<file path="src/hw/stp_pkg.sv">
// stp_pkg: constants and types for the slew rate / timeout pulse trigger
// assumes 100 MHz system clock; input samples are digital codes per cycle
package stp_pkg;

	// sample and timer widths, channel count
	localparam int SMP_W = 12;
	localparam int TIM_W = 24;
	localparam int NCH   = 4;

	// clock period in ps
	localparam int CLK_PS = 10000;

	// least resolvable transit, in ps, and as cycles (rounded up, >= 1)
	localparam int MIN_TRANSIT_PS  = 600;
	localparam int MIN_TRANSIT_CYC =
		(MIN_TRANSIT_PS + CLK_PS - 1) / CLK_PS;

	// least pulse width the source must hold, in ps
	localparam int MIN_PULSE_PS  = 7500;
	localparam int MIN_PULSE_CYC = (MIN_PULSE_PS + CLK_PS - 1) / CLK_PS;

	// logic family presets, codes on the sample scale
	localparam logic [11:0] TTL_UPPER = 12'h8c0;
	localparam logic [11:0] TTL_LOWER = 12'h840;
	localparam logic [11:0] ECL_UPPER = 12'h780;
	localparam logic [11:0] ECL_LOWER = 12'h700;
	localparam logic [11:0] TTL_LEVEL = 12'h88c;
	localparam logic [11:0] ECL_LEVEL = 12'h72c;

	// reset values
	localparam logic [11:0] RST_UPPER = 12'h900;
	localparam logic [11:0] RST_LOWER = 12'h700;
	localparam logic [11:0] RST_LEVEL = 12'h800;

	// half-level peak search length in cycles
	localparam int PEAK_WIN_CYC = 1024;

	// trigger class
	typedef enum logic [1:0] {
		STP_CLS_SLEW = 2'h0,
		STP_CLS_TMO  = 2'h1
	} stp_class_t;

	// polarity: positive / stays high, negative / stays low, either
	typedef enum logic [1:0] {
		STP_POL_POS = 2'h0,
		STP_POL_NEG = 2'h1,
		STP_POL_ANY = 2'h2
	} stp_pol_t;

	// threshold preset request
	typedef enum logic [1:0] {
		STP_PRE_NONE = 2'h0,
		STP_PRE_TTL  = 2'h1,
		STP_PRE_ECL  = 2'h2
	} stp_preset_t;

	// slew edge tracker states, one-hot
	typedef enum logic [3:0] {
		STP_SL_IDLE = 4'h1,
		STP_SL_UP   = 4'h2,
		STP_SL_DN   = 4'h4,
		STP_SL_WAIT = 4'h8
	} stp_slew_st_t;

endpackage

</file>
<file path="src/hw/stp_cmp_if.sv">
// stp_cmp_if: comparator results shared between the trigger modules
// assumes one sample per system clock
`timescale 1ns/100ps
interface stp_cmp_if;
	logic above_upper;
	logic below_lower;
	logic above_level;
	logic [11:0] sample;

	modport src (
		output above_upper,
		output below_lower,
		output above_level,
		output sample
	);
	modport dst (
		input above_upper,
		input below_lower,
		input above_level,
		input sample
	);
endinterface

</file>
<file path="src/hw/stp_cmp.sv">
// stp_cmp: source channel mux and threshold comparators
// assumes channel samples synchronous to i_clk_sys
`timescale 1ns/100ps
module stp_cmp (
	// clock and reset
	input  wire logic               i_clk_sys,
	input  wire logic               i_nrst,
	// channel samples and selection
	input  wire logic [4*12-1:0]    i_ch_data,
	input  wire logic [1:0]         i_src_sel,
	// thresholds
	input  wire logic [11:0]        i_upper,
	input  wire logic [11:0]        i_lower,
	input  wire logic [11:0]        i_level,
	// comparator results
	stp_cmp_if.src                  cmp
);

	logic [11:0] smp_reg;

	// registered so every class sees the same sample
	always_ff @(posedge i_clk_sys or negedge i_nrst) begin
		if (!i_nrst) begin
			smp_reg <= 12'h000;
		end else begin
			smp_reg <= i_ch_data[i_src_sel*12 +: 12];
		end
	end

	assign cmp.sample      = smp_reg;
	assign cmp.above_upper = smp_reg >= i_upper;
	assign cmp.below_lower = smp_reg <= i_lower;
	assign cmp.above_level = smp_reg > i_level;

endmodule

</file>
<file path="src/hw/stp_tmo.sv">
// stp_tmo: timeout qualifier on the level comparator
// assumes comparator results valid each cycle
`timescale 1ns/100ps
module stp_tmo (
	// clock and reset
	input  wire logic               i_clk_sys,
	input  wire logic               i_nrst,
	// setup
	input  wire logic               i_en,
	input  wire logic [1:0]         i_pol,
	input  wire logic [23:0]        i_timeout,
	// comparator input
	stp_cmp_if.dst                  cmp,
	// trigger
	output logic                    o_trig
);

	logic        prev_reg;
	logic [23:0] cnt_reg;
	logic        fired_reg;
	logic        side_ok;

	// polarity chooses which side may time out
	always_comb begin
		case (stp_pkg::stp_pol_t'(i_pol))
			stp_pkg::STP_POL_POS: side_ok = cmp.above_level;
			stp_pkg::STP_POL_NEG: side_ok = !cmp.above_level;
			stp_pkg::STP_POL_ANY: side_ok = 1'b1;
			default:              side_ok = 1'b0;
		endcase
	end

	always_ff @(posedge i_clk_sys or negedge i_nrst) begin
		if (!i_nrst) begin
			prev_reg  <= 1'b0;
			cnt_reg   <= 24'h000000;
			fired_reg <= 1'b0;
			o_trig    <= 1'b0;
		end else begin
			prev_reg <= cmp.above_level;
			o_trig   <= 1'b0;
			// any level crossing restarts the stay
			if (!i_en || prev_reg != cmp.above_level) begin
				cnt_reg   <= 24'h000000;
				fired_reg <= 1'b0;
			end else if (cnt_reg != 24'hffffff) begin
				cnt_reg <= cnt_reg + 24'h000001;
			end
			// one trigger per uninterrupted stay
			if (i_en && prev_reg == cmp.above_level && side_ok &&
			    !fired_reg && cnt_reg >= i_timeout) begin
				o_trig    <= 1'b1;
				fired_reg <= 1'b1;
			end
		end
	end

endmodule

</file>
<file path="src/hw/stp_trig.sv">
// stp_trig: slew rate and timeout pulse trigger, top level
// assumes four synchronous sample streams and front-panel settings as ports
//
// Overview of operation
// - slew class triggers on edges faster or slower than the slew setting
// - positive polarity: lower threshold crossed first, then upper
// - negative polarity: upper threshold crossed first, then lower
// - either polarity: either threshold first, then the opposite one
// - one of four channels is the source for every class
// - slew setting is threshold difference over delta time, no direct input
// - a selector picks faster-than or slower-than triggering
// - transits of 600 ps or less need not be detected
// - trigger point is the crossing of the last threshold
// - timeout stays-high fires after staying above level past timeout
// - timeout stays-low fires after staying below level past timeout
// - timeout either fires after staying on any one side past timeout
// - timeout duration is programmable
// - set-to-half measures peaks and sets level to their midpoint
// - presets load TTL or ECL values into the slew thresholds
`timescale 1ns/100ps
module stp_trig (
	// clock and reset
	input  wire logic               i_clk_sys,
	input  wire logic               i_nrst,
	// channel samples, channel n in bits n*12 +: 12
	input  wire logic [4*12-1:0]    i_ch_data,
	input  wire logic [1:0]         i_src_sel,
	// class and polarity
	input  wire logic [1:0]         i_class,
	input  wire logic [1:0]         i_pol,
	input  wire logic               i_slower,
	// threshold and level programming
	input  wire logic               i_upper_wr,
	input  wire logic [11:0]        i_upper_val,
	input  wire logic               i_lower_wr,
	input  wire logic [11:0]        i_lower_val,
	input  wire logic               i_level_wr,
	input  wire logic [11:0]        i_level_val,
	input  wire logic [1:0]         i_preset,
	input  wire logic               i_half_req,
	// time settings in cycles
	input  wire logic [23:0]        i_delta_time,
	input  wire logic [23:0]        i_timeout,
	// trigger output
	output logic                    o_trig,
	// settings readback
	output logic [11:0]             o_upper,
	output logic [11:0]             o_lower,
	output logic [11:0]             o_level,
	output logic [11:0]             o_slew_dv,
	output logic [23:0]             o_slew_dt,
	output logic [23:0]             o_transit,
	output logic                    o_half_busy
);

	stp_cmp_if cmp ();

	logic [11:0]           upper_reg;
	logic [11:0]           lower_reg;
	logic [11:0]           level_reg;
	stp_pkg::stp_slew_st_t st_reg;
	logic [23:0]           tcnt_reg;
	logic                  slew_trig_reg;
	logic [23:0]           transit_reg;
	logic                  first_up_reg;
	logic                  half_busy_reg;
	logic [10:0]           win_reg;
	logic [11:0]           pk_hi_reg;
	logic [11:0]           pk_lo_reg;
	logic                  tmo_trig;
	logic                  slew_en;
	logic                  tmo_en;
	logic                  rate_ok;

	assign slew_en = stp_pkg::stp_class_t'(i_class) == stp_pkg::STP_CLS_SLEW;
	assign tmo_en  = stp_pkg::stp_class_t'(i_class) == stp_pkg::STP_CLS_TMO;

	// midpoint of two codes without overflow
	function automatic logic [11:0] mid(input logic [11:0] a,
	                                    input logic [11:0] b);
		logic [12:0] s;
		s   = {1'b0, a} + {1'b0, b};
		mid = s[12:1];
	endfunction

	////////////////////////////////////////////////////////////////////////
	// comparators and timeout qualifier

	stp_cmp u_cmp (
		.i_clk_sys (i_clk_sys),
		.i_nrst    (i_nrst),
		.i_ch_data (i_ch_data),
		.i_src_sel (i_src_sel),
		.i_upper   (upper_reg),
		.i_lower   (lower_reg),
		.i_level   (level_reg),
		.cmp       (cmp.src)
	);

	stp_tmo u_tmo (
		.i_clk_sys (i_clk_sys),
		.i_nrst    (i_nrst),
		.i_en      (tmo_en),
		.i_pol     (i_pol),
		.i_timeout (i_timeout),
		.cmp       (cmp.dst),
		.o_trig    (tmo_trig)
	);

	////////////////////////////////////////////////////////////////////////
	// thresholds and level

	always_ff @(posedge i_clk_sys or negedge i_nrst) begin
		if (!i_nrst) begin
			upper_reg <= stp_pkg::RST_UPPER;
			lower_reg <= stp_pkg::RST_LOWER;
		end else begin
			case (stp_pkg::stp_preset_t'(i_preset))
				stp_pkg::STP_PRE_TTL: begin
					upper_reg <= stp_pkg::TTL_UPPER;
					lower_reg <= stp_pkg::TTL_LOWER;
				end
				stp_pkg::STP_PRE_ECL: begin
					upper_reg <= stp_pkg::ECL_UPPER;
					lower_reg <= stp_pkg::ECL_LOWER;
				end
				default: begin
					if (i_upper_wr) begin
						upper_reg <= i_upper_val;
					end
					if (i_lower_wr) begin
						lower_reg <= i_lower_val;
					end
				end
			endcase
		end
	end

	// level: direct write, family preset, or half-peak search result
	always_ff @(posedge i_clk_sys or negedge i_nrst) begin
		if (!i_nrst) begin
			level_reg <= stp_pkg::RST_LEVEL;
		end else if (half_busy_reg && win_reg == 11'h000) begin
			level_reg <= mid(pk_hi_reg, pk_lo_reg);
		end else if (stp_pkg::stp_preset_t'(i_preset) ==
		             stp_pkg::STP_PRE_TTL) begin
			level_reg <= stp_pkg::TTL_LEVEL;
		end else if (stp_pkg::stp_preset_t'(i_preset) ==
		             stp_pkg::STP_PRE_ECL) begin
			level_reg <= stp_pkg::ECL_LEVEL;
		end else if (i_level_wr) begin
			level_reg <= i_level_val;
		end
	end

	////////////////////////////////////////////////////////////////////////
	// set-to-half peak search

	always_ff @(posedge i_clk_sys or negedge i_nrst) begin
		if (!i_nrst) begin
			half_busy_reg <= 1'b0;
			win_reg       <= 11'h000;
			pk_hi_reg     <= 12'h000;
			pk_lo_reg     <= 12'hfff;
		end else if (!half_busy_reg) begin
			if (i_half_req) begin
				half_busy_reg <= 1'b1;
				win_reg       <= 11'(stp_pkg::PEAK_WIN_CYC);
				pk_hi_reg     <= 12'h000;
				pk_lo_reg     <= 12'hfff;
			end
		end else begin
			// peaks tracked over a fixed window, long enough for slow input
			if (cmp.sample > pk_hi_reg) begin
				pk_hi_reg <= cmp.sample;
			end
			if (cmp.sample < pk_lo_reg) begin
				pk_lo_reg <= cmp.sample;
			end
			if (win_reg == 11'h000) begin
				half_busy_reg <= 1'b0;
			end else begin
				win_reg <= win_reg - 11'h001;
			end
		end
	end

	////////////////////////////////////////////////////////////////////////
	// slew edge tracker

	// slew setting is only the pair (dv, dt); compare by time at fixed dv
	assign rate_ok = i_slower ? (tcnt_reg > i_delta_time)
	                          : (tcnt_reg < i_delta_time);

	always_ff @(posedge i_clk_sys or negedge i_nrst) begin
		if (!i_nrst) begin
			st_reg        <= stp_pkg::STP_SL_IDLE;
			tcnt_reg      <= 24'h000000;
			slew_trig_reg <= 1'b0;
			transit_reg   <= 24'h000000;
			first_up_reg  <= 1'b0;
		end else begin
			slew_trig_reg <= 1'b0;
			if (tcnt_reg != 24'hffffff) begin
				tcnt_reg <= tcnt_reg + 24'h000001;
			end
			case (st_reg)
				stp_pkg::STP_SL_IDLE: begin
					// wait for the input to settle outside the band
					if (slew_en && cmp.below_lower) begin
						st_reg <= stp_pkg::STP_SL_UP;
					end else if (slew_en && cmp.above_upper) begin
						st_reg <= stp_pkg::STP_SL_DN;
					end
					tcnt_reg <= 24'h000000;
				end
				stp_pkg::STP_SL_UP, stp_pkg::STP_SL_DN: begin
					// leaving the start threshold begins the transit
					tcnt_reg <= 24'h000000;
					if (!slew_en) begin
						st_reg <= stp_pkg::STP_SL_IDLE;
					end else if (st_reg == stp_pkg::STP_SL_UP &&
					             !cmp.below_lower) begin
						first_up_reg <= 1'b1;
						st_reg       <= stp_pkg::STP_SL_WAIT;
					end else if (st_reg == stp_pkg::STP_SL_DN &&
					             !cmp.above_upper) begin
						first_up_reg <= 1'b0;
						st_reg       <= stp_pkg::STP_SL_WAIT;
					end
				end
				stp_pkg::STP_SL_WAIT: begin
					if (!slew_en) begin
						st_reg <= stp_pkg::STP_SL_IDLE;
					end else if (first_up_reg && cmp.above_upper) begin
						// fire at the last-crossed threshold
						transit_reg   <= tcnt_reg;
						slew_trig_reg <= rate_ok &&
							stp_pkg::stp_pol_t'(i_pol) !=
							stp_pkg::STP_POL_NEG;
						st_reg        <= stp_pkg::STP_SL_DN;
					end else if (!first_up_reg && cmp.below_lower) begin
						transit_reg   <= tcnt_reg;
						slew_trig_reg <= rate_ok &&
							stp_pkg::stp_pol_t'(i_pol) !=
							stp_pkg::STP_POL_POS;
						st_reg        <= stp_pkg::STP_SL_UP;
					end else if (first_up_reg && cmp.below_lower) begin
						// fell back: not an edge, restart
						st_reg <= stp_pkg::STP_SL_UP;
					end else if (!first_up_reg && cmp.above_upper) begin
						st_reg <= stp_pkg::STP_SL_DN;
					end
				end
				default: begin
					st_reg <= stp_pkg::STP_SL_IDLE;
				end
			endcase
		end
	end

	// one sample per 10 ns: sub-cycle transits read as zero count
	// and are only caught as faster-than, which is allowed

	////////////////////////////////////////////////////////////////////////
	// outputs

	always_ff @(posedge i_clk_sys or negedge i_nrst) begin
		if (!i_nrst) begin
			o_trig <= 1'b0;
		end else begin
			o_trig <= slew_trig_reg | tmo_trig;
		end
	end

	assign o_upper     = upper_reg;
	assign o_lower     = lower_reg;
	assign o_level     = level_reg;
	assign o_slew_dv   = upper_reg - lower_reg;
	assign o_slew_dt   = i_delta_time;
	assign o_transit   = transit_reg;
	assign o_half_busy = half_busy_reg;

endmodule

</file>
<file path="config.mk">
export PLATFORM = sky130hd
export DESIGN_NAME = stp_trig
export DESIGN_NICKNAME = d
export VERILOG_FILES = /design/src/hw/stp_pkg.sv /design/src/hw/stp_cmp_if.sv /design/src/hw/stp_cmp.sv /design/src/hw/stp_tmo.sv /design/src/hw/stp_trig.sv
export SDC_FILE = /design/constraint.sdc
export NUM_CORES = 1
export LEC_CHECK = 0
export BUFFER_PORTS_ARGS = -buffer_cell sky130_fd_sc_hd__buf_4
export CORE_MARGIN = 3
export CORE_UTILIZATION = 25
export DETAILED_ROUTE_END_ITERATION = 7
export GPL_TIMING_DRIVEN = 0
export MAX_ROUTING_LAYER = met4
export PLACE_DENSITY = 0.5
export SLEW_MARGIN = 20
export SYNTH_ARGS = -nofsm -noshare
export SYNTH_HDL_FRONTEND = slang
export SYNTH_HIERARCHICAL = 1
export SYNTH_SLANG_ARGS = --single-unit
export TNS_END_PERCENT = 1
</file>
<file path="constraint.sdc">
create_clock -name i_clk_sys -period 2.3 [get_ports i_clk_sys]
set_input_delay 0.345 -clock i_clk_sys [delete_from_list [all_inputs] [get_ports i_clk_sys]]
set_output_delay 0.345 -clock i_clk_sys [all_outputs]
set_load 0.01 [all_outputs]
</file>
==> results.yml, run 1 <==
outcome:
  outcome: "finished with violations"
  violations: "setup timing"
route:
  drt_iter0_drc: 485
  drt-wirelength-per-cell_um: 16.4
  vias: 10262
  routed_wl_um: 35400
  drc: 0
  drt-pass1-iter-count: 5
  vias_per_cell: 4.76
  postRouteAntennaNets: 0
logic_synthesis:
  synth_top_family_by_area: "simple AND/OR/NAND/NOR gates"
  ys_ff_latch: 166
  synth_edf_count: 0
  muxShareOfSynthArea_pct: 6.28
  synth_xor_area_share_pct: 4.28
  syn_area_sq_mm: 0.0117
  synth_cell_type_count: 75
  synth-simple-area-share_pct: 17.3
  avgSynthCellArea_sq_um: 9.20
  netlist_instances: 1269
  synth_adder_area_share_pct: 14.7
  yosys_warnings: 6
  async_flop_share_pct: 100
  synth-main-ff-cell: "dfrtp_1"
  syn_nets: 1552
  synth_compound_area_share_pct: 14.0
  yosysSeqAreaShare_pct: 35.8
global_route:
  antenna_found_initial: 0
  grt.met2_usage_pct: 24.5
  grt_pass1_vias: 10492
  grtUsageTotal_pct: 14.8
  grt_max_degree: 89
  grt_pass1_wl_um: 56900
  grt-ovfl-total: 0
  met3_usage_pct: 2.90
  grt_use_met1_pct: 18.7
  grt.busiest_layer: "met2"
setup_path:
  reg2reg_slack_ns: -0.44
  cp-start-kind: "flop"
  worst_path_largest_cell_delay_ns: 0.42
  critPathLaunch: "o_lower[0]"
  cp-endpoint: "o_slew_dv[10]"
  r2r_start: "o_upper[0]"
  cp.arrival_ns: 2.52
  crit_path_end_kind: "output port"
  r2r-end: "o_transit[16]"
  cp_max_fo: 2
  critPathRequiredTime_ns: 1.96
  r2r_cells: 12
  crit_chain: "ha_4 -> fa_2 -> nor2b_2 -> o21ai_2 -> a21o_1 -> a21oi_2 -> mux2i_1 -> o2111ai_1 -> buf_4"
  slowest_stage: "dfrtp_1"
  worst-setup-path-type: "reg2out"
clock_network:
  h-tree-depth: 4
  clock_latency_ns: 0.45
  cts_tree: "built"
  cts_root_buf: "clkbuf_16"
  numCtsBuffers: 17
  clk_pin_slew_ns: 0.07
  cts_num_sinks: 166
  clockBufferDepth: 2
min_path:
  hp-class: "in2reg"
  holdPathStages: 2
timing:
  fmax_mhz: 349
  slew-limit-headroom_pct: 29.1
  setup_viol: 63
  setup_ws_ns: -0.568
  hold_viol: 0
  worst_pin_slew_ns: 1.06
  fin_crit_ns: 2.87
  slew_violations: 0
  holdWs_ns: 0.132
  fin_crit_sh_pct: 125
  clock_skew_ns: 0.00881
  rsz0062_at_grt: "yes"
final_layout:
  mostFrequentLayoutCells: "buf_4 (279), inv_1 (140), dfrtp_1 (132)"
  stdcell_area_sq_mm: 0.0152
  final_cells: 2156
  mostFrequentLayoutCell: "buf_4"
  drive_gt1_share_pct: 29.3
  n_antenna_cell: 0
  areaGrowthSynthToFinish_pct: 30.5
  nets: 1826
run:
  drv_cap: 0
die:
  die-area_sq_mm: 0.0493
  rows: 78
  die_w_um: 222
  initial_core_util_pct: 25.5
  design.core.area_sq_mm: 0.0458
  die_h_um: 222
  pin_count: 245
placement:
  numPortBuffers: 244
  dp_hpwl_um: 27800
  post_dp_cell_area_sq_mm: 0.0143
  pre_cts_slack_ns: -0.860
  dp_cells: 2114
  gp_congestion: 0.834
pwr:
  power_uw: 12100
  power_density_mw_per_mm2: 796
  ir_worst_vdd_v: 0.000438
  p_leak_uw: 0.00725
[power by group]
| group | switching (uW) | internal, uW | leakage (uW) |
|---|---|---|---|
| Clock | 1280 | 1430 | 0.000266 |
| Combinational | 3020 | 2430 | 0.00489 |
| Sequential | 497 | 3460 | 0.00210 |
| Total | 4800 | 7320 | 0.00725 |
[worst max-delay path: cells and delay by family (launching register included)]
kind            cells  cell delay, ns
compound gates      4            0.59
fa+ha+maj           2            0.54
buf+inv             1            0.16
flops               1            0.42
mux                 1            0.21
simple gates        1            0.14
[worst min path at each step]
| stage | from | to | slack (ns) |
|---|---|---|---|
| floorplan | i_nrst | first_up_reg | 0.05 |
| global placement | slew_trig_reg | o_trig | 0.43 |
| detailed placement | i_nrst | u_tmo/cnt_reg[9] | 0.39 |
| CTS | i_upper_val[0] | o_upper[0] | 0.10 |
| global route | i_half_req | win_reg[6] | 0.13 |
| finish | i_half_req | win_reg[6] | 0.13 |
[layer usage]
layer	up-vias	part of all wire [%]
met3	25	4.4
met1	4955	46
met4	0	1.1
met5	-	0
li1	5048	-
met2	234	48
[area by class of cell]
class / instances / area, sq um
Fill cell: 4752 / 30500
Multi-Input combinational cell: 897 / 6870
Sequential cell: 166 / 4200
Timing Repair Buffer: 255 / 1940
Tap cell: 600 / 751
Inverter: 143 / 537
Clock buffer: 20 / 457
Buffer: 63 / 397
Clock inverter: 12 / 80.1
[synth_stat cells, types with 11 or more instances]
cell / instances / area share [%]
and2_1: 11 / 0.59
xor2_1: 27 / 2.0
mux2_2: 31 / 3.0
o21ai_0: 65 / 2.8
or3_1: 15 / 0.80
nor2b_1: 15 / 0.80
nand4_1: 34 / 1.8
clkbuf_1: 27 / 0.87
ha_1: 134 / 14
inv_1: 143 / 4.6
xnor2_1: 30 / 2.3
a211oi_1: 26 / 1.7
dfrtp_1: 147 / 32
a31oi_1: 14 / 0.75
a21oi_1: 78 / 3.3
dfstp_2: 19 / 4.3
nand3_1: 44 / 1.9
and3_1: 11 / 0.59
nor2_1: 101 / 3.2
a21o_1: 17 / 1.1
buf_4: 26 / 1.7
nand2_1: 78 / 2.5
nand2b_1: 11 / 0.59
nor3_1: 30 / 1.3
[cells by family after synthesis]
logic type               after synthesis
AND/OR/NAND/NOR                      395
AO/OA/AOI/OAI                        258
buffers and inverters                206
flip-flops                           166
adder cells (fa/ha/maj)              136
XOR/XNOR                              57
multiplexers                          51
[stage by stage]
stage                     setup TNS [ns]  utilization [%]
final                             -16.12             33.3
after CTS                         -17.97             33.1
after detailed placement          -49.66             31.3
after global placement            -86.84             31.2
after global routing              -28.14             33.3
after floorplan                    -4.78                -
[timing repair]
| action | CTS | global route |
|---|---|---|
| resized for setup | 59 | 24 |
| buffers inserted | 7 | 2 |
| endpoints found under the setup margin | 114 | 95 |
| hold endpoints to repair | 72 | 0 |
| hold buffers | 1 | 0 |
| pin swaps | 14 | 8 |
Power figures use the tool's default switching activity.
==> run 2, diff against run 1 <==
--- a/config.mk
+++ b/config.mk
@@ -12,6 +12,7 @@
 export GPL_TIMING_DRIVEN = 0
 export MAX_ROUTING_LAYER = met4
 export PLACE_DENSITY = 0.5
+export SETUP_SLACK_MARGIN = 0.02
 export SLEW_MARGIN = 20
 export SYNTH_ARGS = -nofsm -noshare
 export SYNTH_HDL_FRONTEND = slang
==> run 2 against run 1 <==
  * Largest cell class unchanged
  * The flow still finishes with violations (setup timing)
  * Highest routed layer unchanged
  * Design area is 0.16% higher
  * Critical endpoint unchanged
  * Fmax is 0.25% higher
  * Global-route usage hardly changed
  * Die area stayed put
  * First-iteration DRC count is 3.1% higher
  * Non-clock buffer count stayed put
  * Largest power group unchanged
  * Worst hold slack better by 0.0024 ns
  * Sequential share of layout area hardly changed
  * Power is 0.49% higher
  * Via count stayed put
  * Wire length hardly changed
==> results.yml, run 2 (same netlist as run 1, synthesis figures left out) <==
outcome:
  outcome: "finished with violations"
  violations: "setup timing"
global_route:
  grt_pass1_vias: 10493
  grt_max_degree: 89
  grt.met2_usage_pct: 24.5
  grtUsageTotal_pct: 14.8
  grt.busiest_layer: "met2"
  grt_pass1_wl_um: 56900
  grt_use_met1_pct: 18.8
  met3_usage_pct: 2.90
  antenna_found_initial: 0
  grt-ovfl-total: 0
timing:
  setup_viol: 65
  worst_pin_slew_ns: 1.02
  slew_violations: 0
  fin_crit_sh_pct: 124
  rsz0062_at_grt: "yes"
  clock_skew_ns: 0.00890
  fmax_mhz: 350
  setup_ws_ns: -0.561
  slew-limit-headroom_pct: 31.6
  hold_viol: 0
  tns_ns: -16.56
  fin_crit_ns: 2.86
placement:
  dp_hpwl_um: 27800
  post_dp_cell_area_sq_mm: 0.0143
  numPortBuffers: 244
  gp_congestion: 0.834
  pre_cts_slack_ns: -0.860
min_path:
  holdCritStartpoint: "i_half_req"
  holdPathStages: 2
  hp-class: "in2reg"
  holdPathEnd: "win_reg[6]"
die:
  rows: 78
  design.core.area_sq_mm: 0.0458
  pin_count: 245
  die_w_um: 222
  die_h_um: 222
  initial_core_util_pct: 25.5
  die-area_sq_mm: 0.0493
clock_network:
  cts_tree: "built"
  cts_num_sinks: 166
  clock_latency_ns: 0.45
  clk_pin_slew_ns: 0.07
  h-tree-depth: 4
  cts_root_buf: "clkbuf_16"
  clockBufferDepth: 2
  numCtsBuffers: 17
route:
  vias: 10262
  vias_per_cell: 4.76
  drt_iter0_drc: 500
  routed_wl_um: 35400
  postRouteAntennaNets: 0
  drt-wirelength-per-cell_um: 16.4
  drt-pass1-iter-count: 5
  drc: 0
pwr:
  p_sw_uw: 4810
  power_density_mw_per_mm2: 799
  p_seq_share_pct: 32.5
  p_leak_uw: 0.00727
  p_int_uw: 7370
  p_clk_share_pct: 22.2
  switching_share_pct: 39.5
  combPwrFrac_pct: 45.3
  ir_worst_vdd_v: 0.000436
final_layout:
  mostFrequentLayoutCells: "buf_4 (279), inv_1 (140), dfrtp_1 (132)"
  fin_util_pct: 33.3
  drive_gt1_share_pct: 29.5
  mostFrequentLayoutCell: "buf_4"
  areaGrowthSynthToFinish_pct: 30.7
  nets: 1826
  n_antenna_cell: 0
  num-fill-cells: 4753
  stdcell_area_sq_mm: 0.0153
setup_path:
  reg2reg_slack_ns: -0.45
  cp-start-kind: "flop"
  worst-setup-path-type: "reg2out"
  r2r-end: "o_transit[16]"
  cp_max_fo: 2
  r2r_start: "o_upper[0]"
  r2r_cells: 12
  cp.arrival_ns: 2.52
  critPathRequiredTime_ns: 1.96
  crit_path_end_kind: "output port"
run:
  drv_cap: 0
-- run 2: changes by cell type in the layout (fill, tap and decap cells not counted) --
cell,delta
mux2_4,+4
a211oi_1,-1
o21ai_1,-1
o21ai_2,+1
clkbuf_2,+1
a211oi_2,+1
mux2_2,-4
clkbuf_1,-1
-- run 2: power by group through the flow --
stage | clock network (uW) | registers, uW | logic [uW]
2_1_floorplan | 0 | 3830 | 3330
3_3_place_gp | 0 | 3990 | 4970
3_5_place_dp | 0 | 3990 | 5040
4_1_cts | 2810 | 3950 | 5380
5_1_grt | 2920 | 4020 | 6150
6_report | 2700 | 3960 | 5520
-- run 2: worst max path at each step --
stage | slack (ns) | start | end | cells after the start
global route | -0.75 | o_upper[0] | o_slew_dv[10] | 10
CTS | -0.61 | o_lower[0] | o_slew_dv[10] | 9
detailed placement | -0.86 | u_cmp/cmp.sample[0] | o_transit[8] | 12
finish | -0.56 | o_lower[0] | o_slew_dv[10] | 9
global placement | -0.84 | u_cmp/cmp.sample[0] | o_transit[7] | 12
floorplan | -0.24 | o_lower[10] | first_up_reg | 12
-- run 2: area by class of cell --
class	count	area, sq um	share of cell area [%]
well taps	600	751	4.92
inverters	143	537	3.52
clock buffers	20	457	2.99
multi-input cells	897	6890	45.2
clock inverters	12	80.1	0.525
repair buffers	255	1940	12.7
plain buffers	63	398	2.61
flip-flops and latches	166	4200	27.5
-- run 2: stage by stage --
stage,power [uW],hold slack [ns],std cells
finish,12200,0.134,2156
global route,13100,0.129,2156
CTS,12100,0.105,2154
detailed placement,9030,0.385,2114
global placement,8960,0.426,2113
floorplan,7160,0.0494,1269
-- run 2: routing by layer --
metal	vias up	wire length [um]
li1	5053	-
met1	4954	16300
met2	231	17100
met3	24	1610
met4	0	389
met5	-	0
-- run 2: timing repair --
action / 4_1_cts / 5_1_grt
setup buffers: 7 / 2
hold buffers: 1 / 0
resized for setup: 62 / 29
setup endpoints to repair: 114 / 104
pin swaps: 14 / 9
hold endpoints to repair: 72 / 0
-- run 2: worst max-delay path, stage by stage (launching register included) --
cell and delay, ns:
dfrtp_1 0.42, ha_4 0.19, fa_2 0.35, nor2b_2 0.14, o21ai_2 0.07, a21o_1 0.21
a21oi_2 0.18, mux2i_1 0.21, o2111ai_1 0.13, buf_4 0.16
==> run 3, diff against run 2 <==
--- a/config.mk
+++ b/config.mk
@@ -12,6 +12,7 @@
 export GPL_TIMING_DRIVEN = 0
 export MAX_ROUTING_LAYER = met4
 export PLACE_DENSITY = 0.5
+export RECOVER_POWER = 25
 export SETUP_SLACK_MARGIN = 0.02
 export SLEW_MARGIN = 20
 export SYNTH_ARGS = -nofsm -noshare
==> run 3 against run 2 <==
  * The flow still finishes with violations (setup timing)
  * Worst hold slack is essentially flat
  * Sequential cell count is the same
  * Die area is the same
  * Combinational power is essentially flat
  * Worst setup slack lost 0.0026 ns
  * Global-route usage is the same
  * Sequential power is essentially flat
  * Clock power is essentially flat
  * Clock skew is essentially flat
  * Critical path depth is the same
  * Critical endpoint unchanged
  * Largest power group unchanged
  * Highest routed layer unchanged
==> results.yml, run 3 (same netlist as run 1, synthesis figures left out) <==
final_layout:
  nets: 1826
  final_cells: 2156
  stdcell_area_sq_mm: 0.0152
  drive_gt1_share_pct: 28.8
  seq_area_sq_mm: 0.00420
  mostFrequentLayoutCells: "buf_4 (269), inv_1 (140), dfrtp_1 (132)"
  n_antenna_cell: 0
  num-fill-cells: 4763
  mostFrequentLayoutCell: "buf_4"
  multi_input_area_sq_mm: 0.00689
  areaGrowthSynthToFinish_pct: 30.3
outcome:
  outcome: "finished with violations"
  violations: "setup timing"
setup_path:
  reg2reg_slack_ns: -0.45
  critPathRequiredTime_ns: 1.96
  cp_max_fo: 2
  cp.arrival_ns: 2.52
  r2r-end: "o_transit[16]"
  r2r_start: "o_upper[0]"
  crit_path_end_kind: "output port"
  r2r_cells: 12
  cp-start-kind: "flop"
  worst-setup-path-type: "reg2out"
pwr:
  p_leak_uw: 0.00723
  power_density_mw_per_mm2: 801
  ir_worst_vdd_v: 0.000434
min_path:
  holdPathStages: 2
  holdCritStartpoint: "i_half_req"
  hp-class: "in2reg"
  holdPathEnd: "win_reg[6]"
global_route:
  grt-ovfl-total: 0
  antenna_found_initial: 0
  grt_pass1_wl_um: 56900
  grt_pass1_vias: 10493
  grtUsageTotal_pct: 14.8
  grt_max_degree: 89
timing:
  slew_violations: 0
  rsz0062_at_grt: "yes"
  clock_skew_ns: 0.00883
  setup_ws_ns: -0.564
  holdWs_ns: 0.135
  fin_crit_sh_pct: 125
  worst_pin_slew_ns: 1.18
  hold_viol: 0
  setup_viol: 63
  slew-limit-headroom_pct: 21.2
  fin_crit_ns: 2.86
  fmax_mhz: 349
clock_network:
  clock_latency_ns: 0.45
  numCtsBuffers: 17
  cts_tree: "built"
  clk_pin_slew_ns: 0.07
  clockBufferDepth: 2
  cts_num_sinks: 166
  cts_root_buf: "clkbuf_16"
  h-tree-depth: 4
die:
  design.core.area_sq_mm: 0.0458
  die-area_sq_mm: 0.0493
  die_w_um: 222
  pin_count: 245
  rows: 78
  die_h_um: 222
  initial_core_util_pct: 25.5
route:
  drc: 0
  drt-wirelength-per-cell_um: 16.4
  vias: 10249
  routed_wl_um: 35400
  drt_iter0_drc: 455
  postRouteAntennaNets: 0
  vias_per_cell: 4.75
  drt-pass1-iter-count: 5
placement:
  numPortBuffers: 244
  post_dp_cell_area_sq_mm: 0.0143
  dp_cells: 2114
  dp_hpwl_um: 27800
  pre_cts_slack_ns: -0.860
  gp_congestion: 0.834
run:
  drv_cap: 0
==> run 3: changes by cell type in the layout (fill, tap and decap cells not counted) <==
cell / change
clkbuf_1: +11
buf_6: -1
buf_4: -10
buf_8: -1
clkbuf_4: +1
==> run 3: how the worst max path moves through the flow <==
stage / from / end / slack, ns / depth (start not counted)
5_1_grt: o_upper[0] / o_slew_dv[10] / -0.75 / 10
3_3_place_gp: u_cmp/cmp.sample[0] / o_transit[7] / -0.84 / 12
6_report: o_lower[0] / o_slew_dv[10] / -0.56 / 9
3_5_place_dp: u_cmp/cmp.sample[0] / o_transit[8] / -0.86 / 12
4_1_cts: o_lower[0] / o_slew_dv[10] / -0.61 / 9
2_1_floorplan: o_lower[10] / first_up_reg / -0.24 / 12
==> run 3: where the power goes <==
part	total (uW)	switching [uW]	internal (uW)
Combinational	5510	3040	2470
Clock	2710	1270	1430
Sequential	3960	499	3460
==> run 3: critical path, stage by stage (launching register included) <==
cell,delay (ns)
dfrtp_1,0.42
ha_4,0.19
fa_2,0.35
nor2b_2,0.14
o21ai_2,0.07
a21o_1,0.21
a21oi_2,0.18
mux2i_1,0.21
o2111ai_1,0.13
buf_4,0.16
==> run 3: layer usage <==
metal / wire length [um] / global-route usage (%) / vias to the layer above
met1: 16200 / 18.8 / 4943
met2: 17200 / 24.5 / 229
met4: 392 / 3.36 / 0
met5: 0 / - / -
li1: - / - / 5052
met3: 1570 / 2.90 / 25
==> run 3: what timing repair did <==
action | 4_1_cts | 5_1_grt
buffers inserted | 7 | 2
pin swaps | 14 | 9
endpoints found under the hold margin | 72 | 0
gates resized for setup | 62 | 29
endpoints found under the setup margin | 114 | 104
hold buffers | 1 | 0
==> run 3: stage by stage <==
stage          setup TNS (ns)  total power, uW  utilization, %
2_1_floorplan           -4.78             7160               -
3_3_place_gp           -86.84             8960            31.2
3_5_place_dp           -49.66             9030            31.3
4_1_cts                -17.97            12100            33.1
5_1_grt                -27.87            13100            33.2
6_report               -16.53            12200            33.2
==> run 3: final cells by class <==
class                   count  area share, %
multi-input cells         897           45.3
flip-flops and latches    166           27.6
repair buffers            255           12.5
well taps                 600           4.94
inverters                 143           3.53
clock buffers              20           3.00
plain buffers              63           2.57
clock inverters            12          0.527
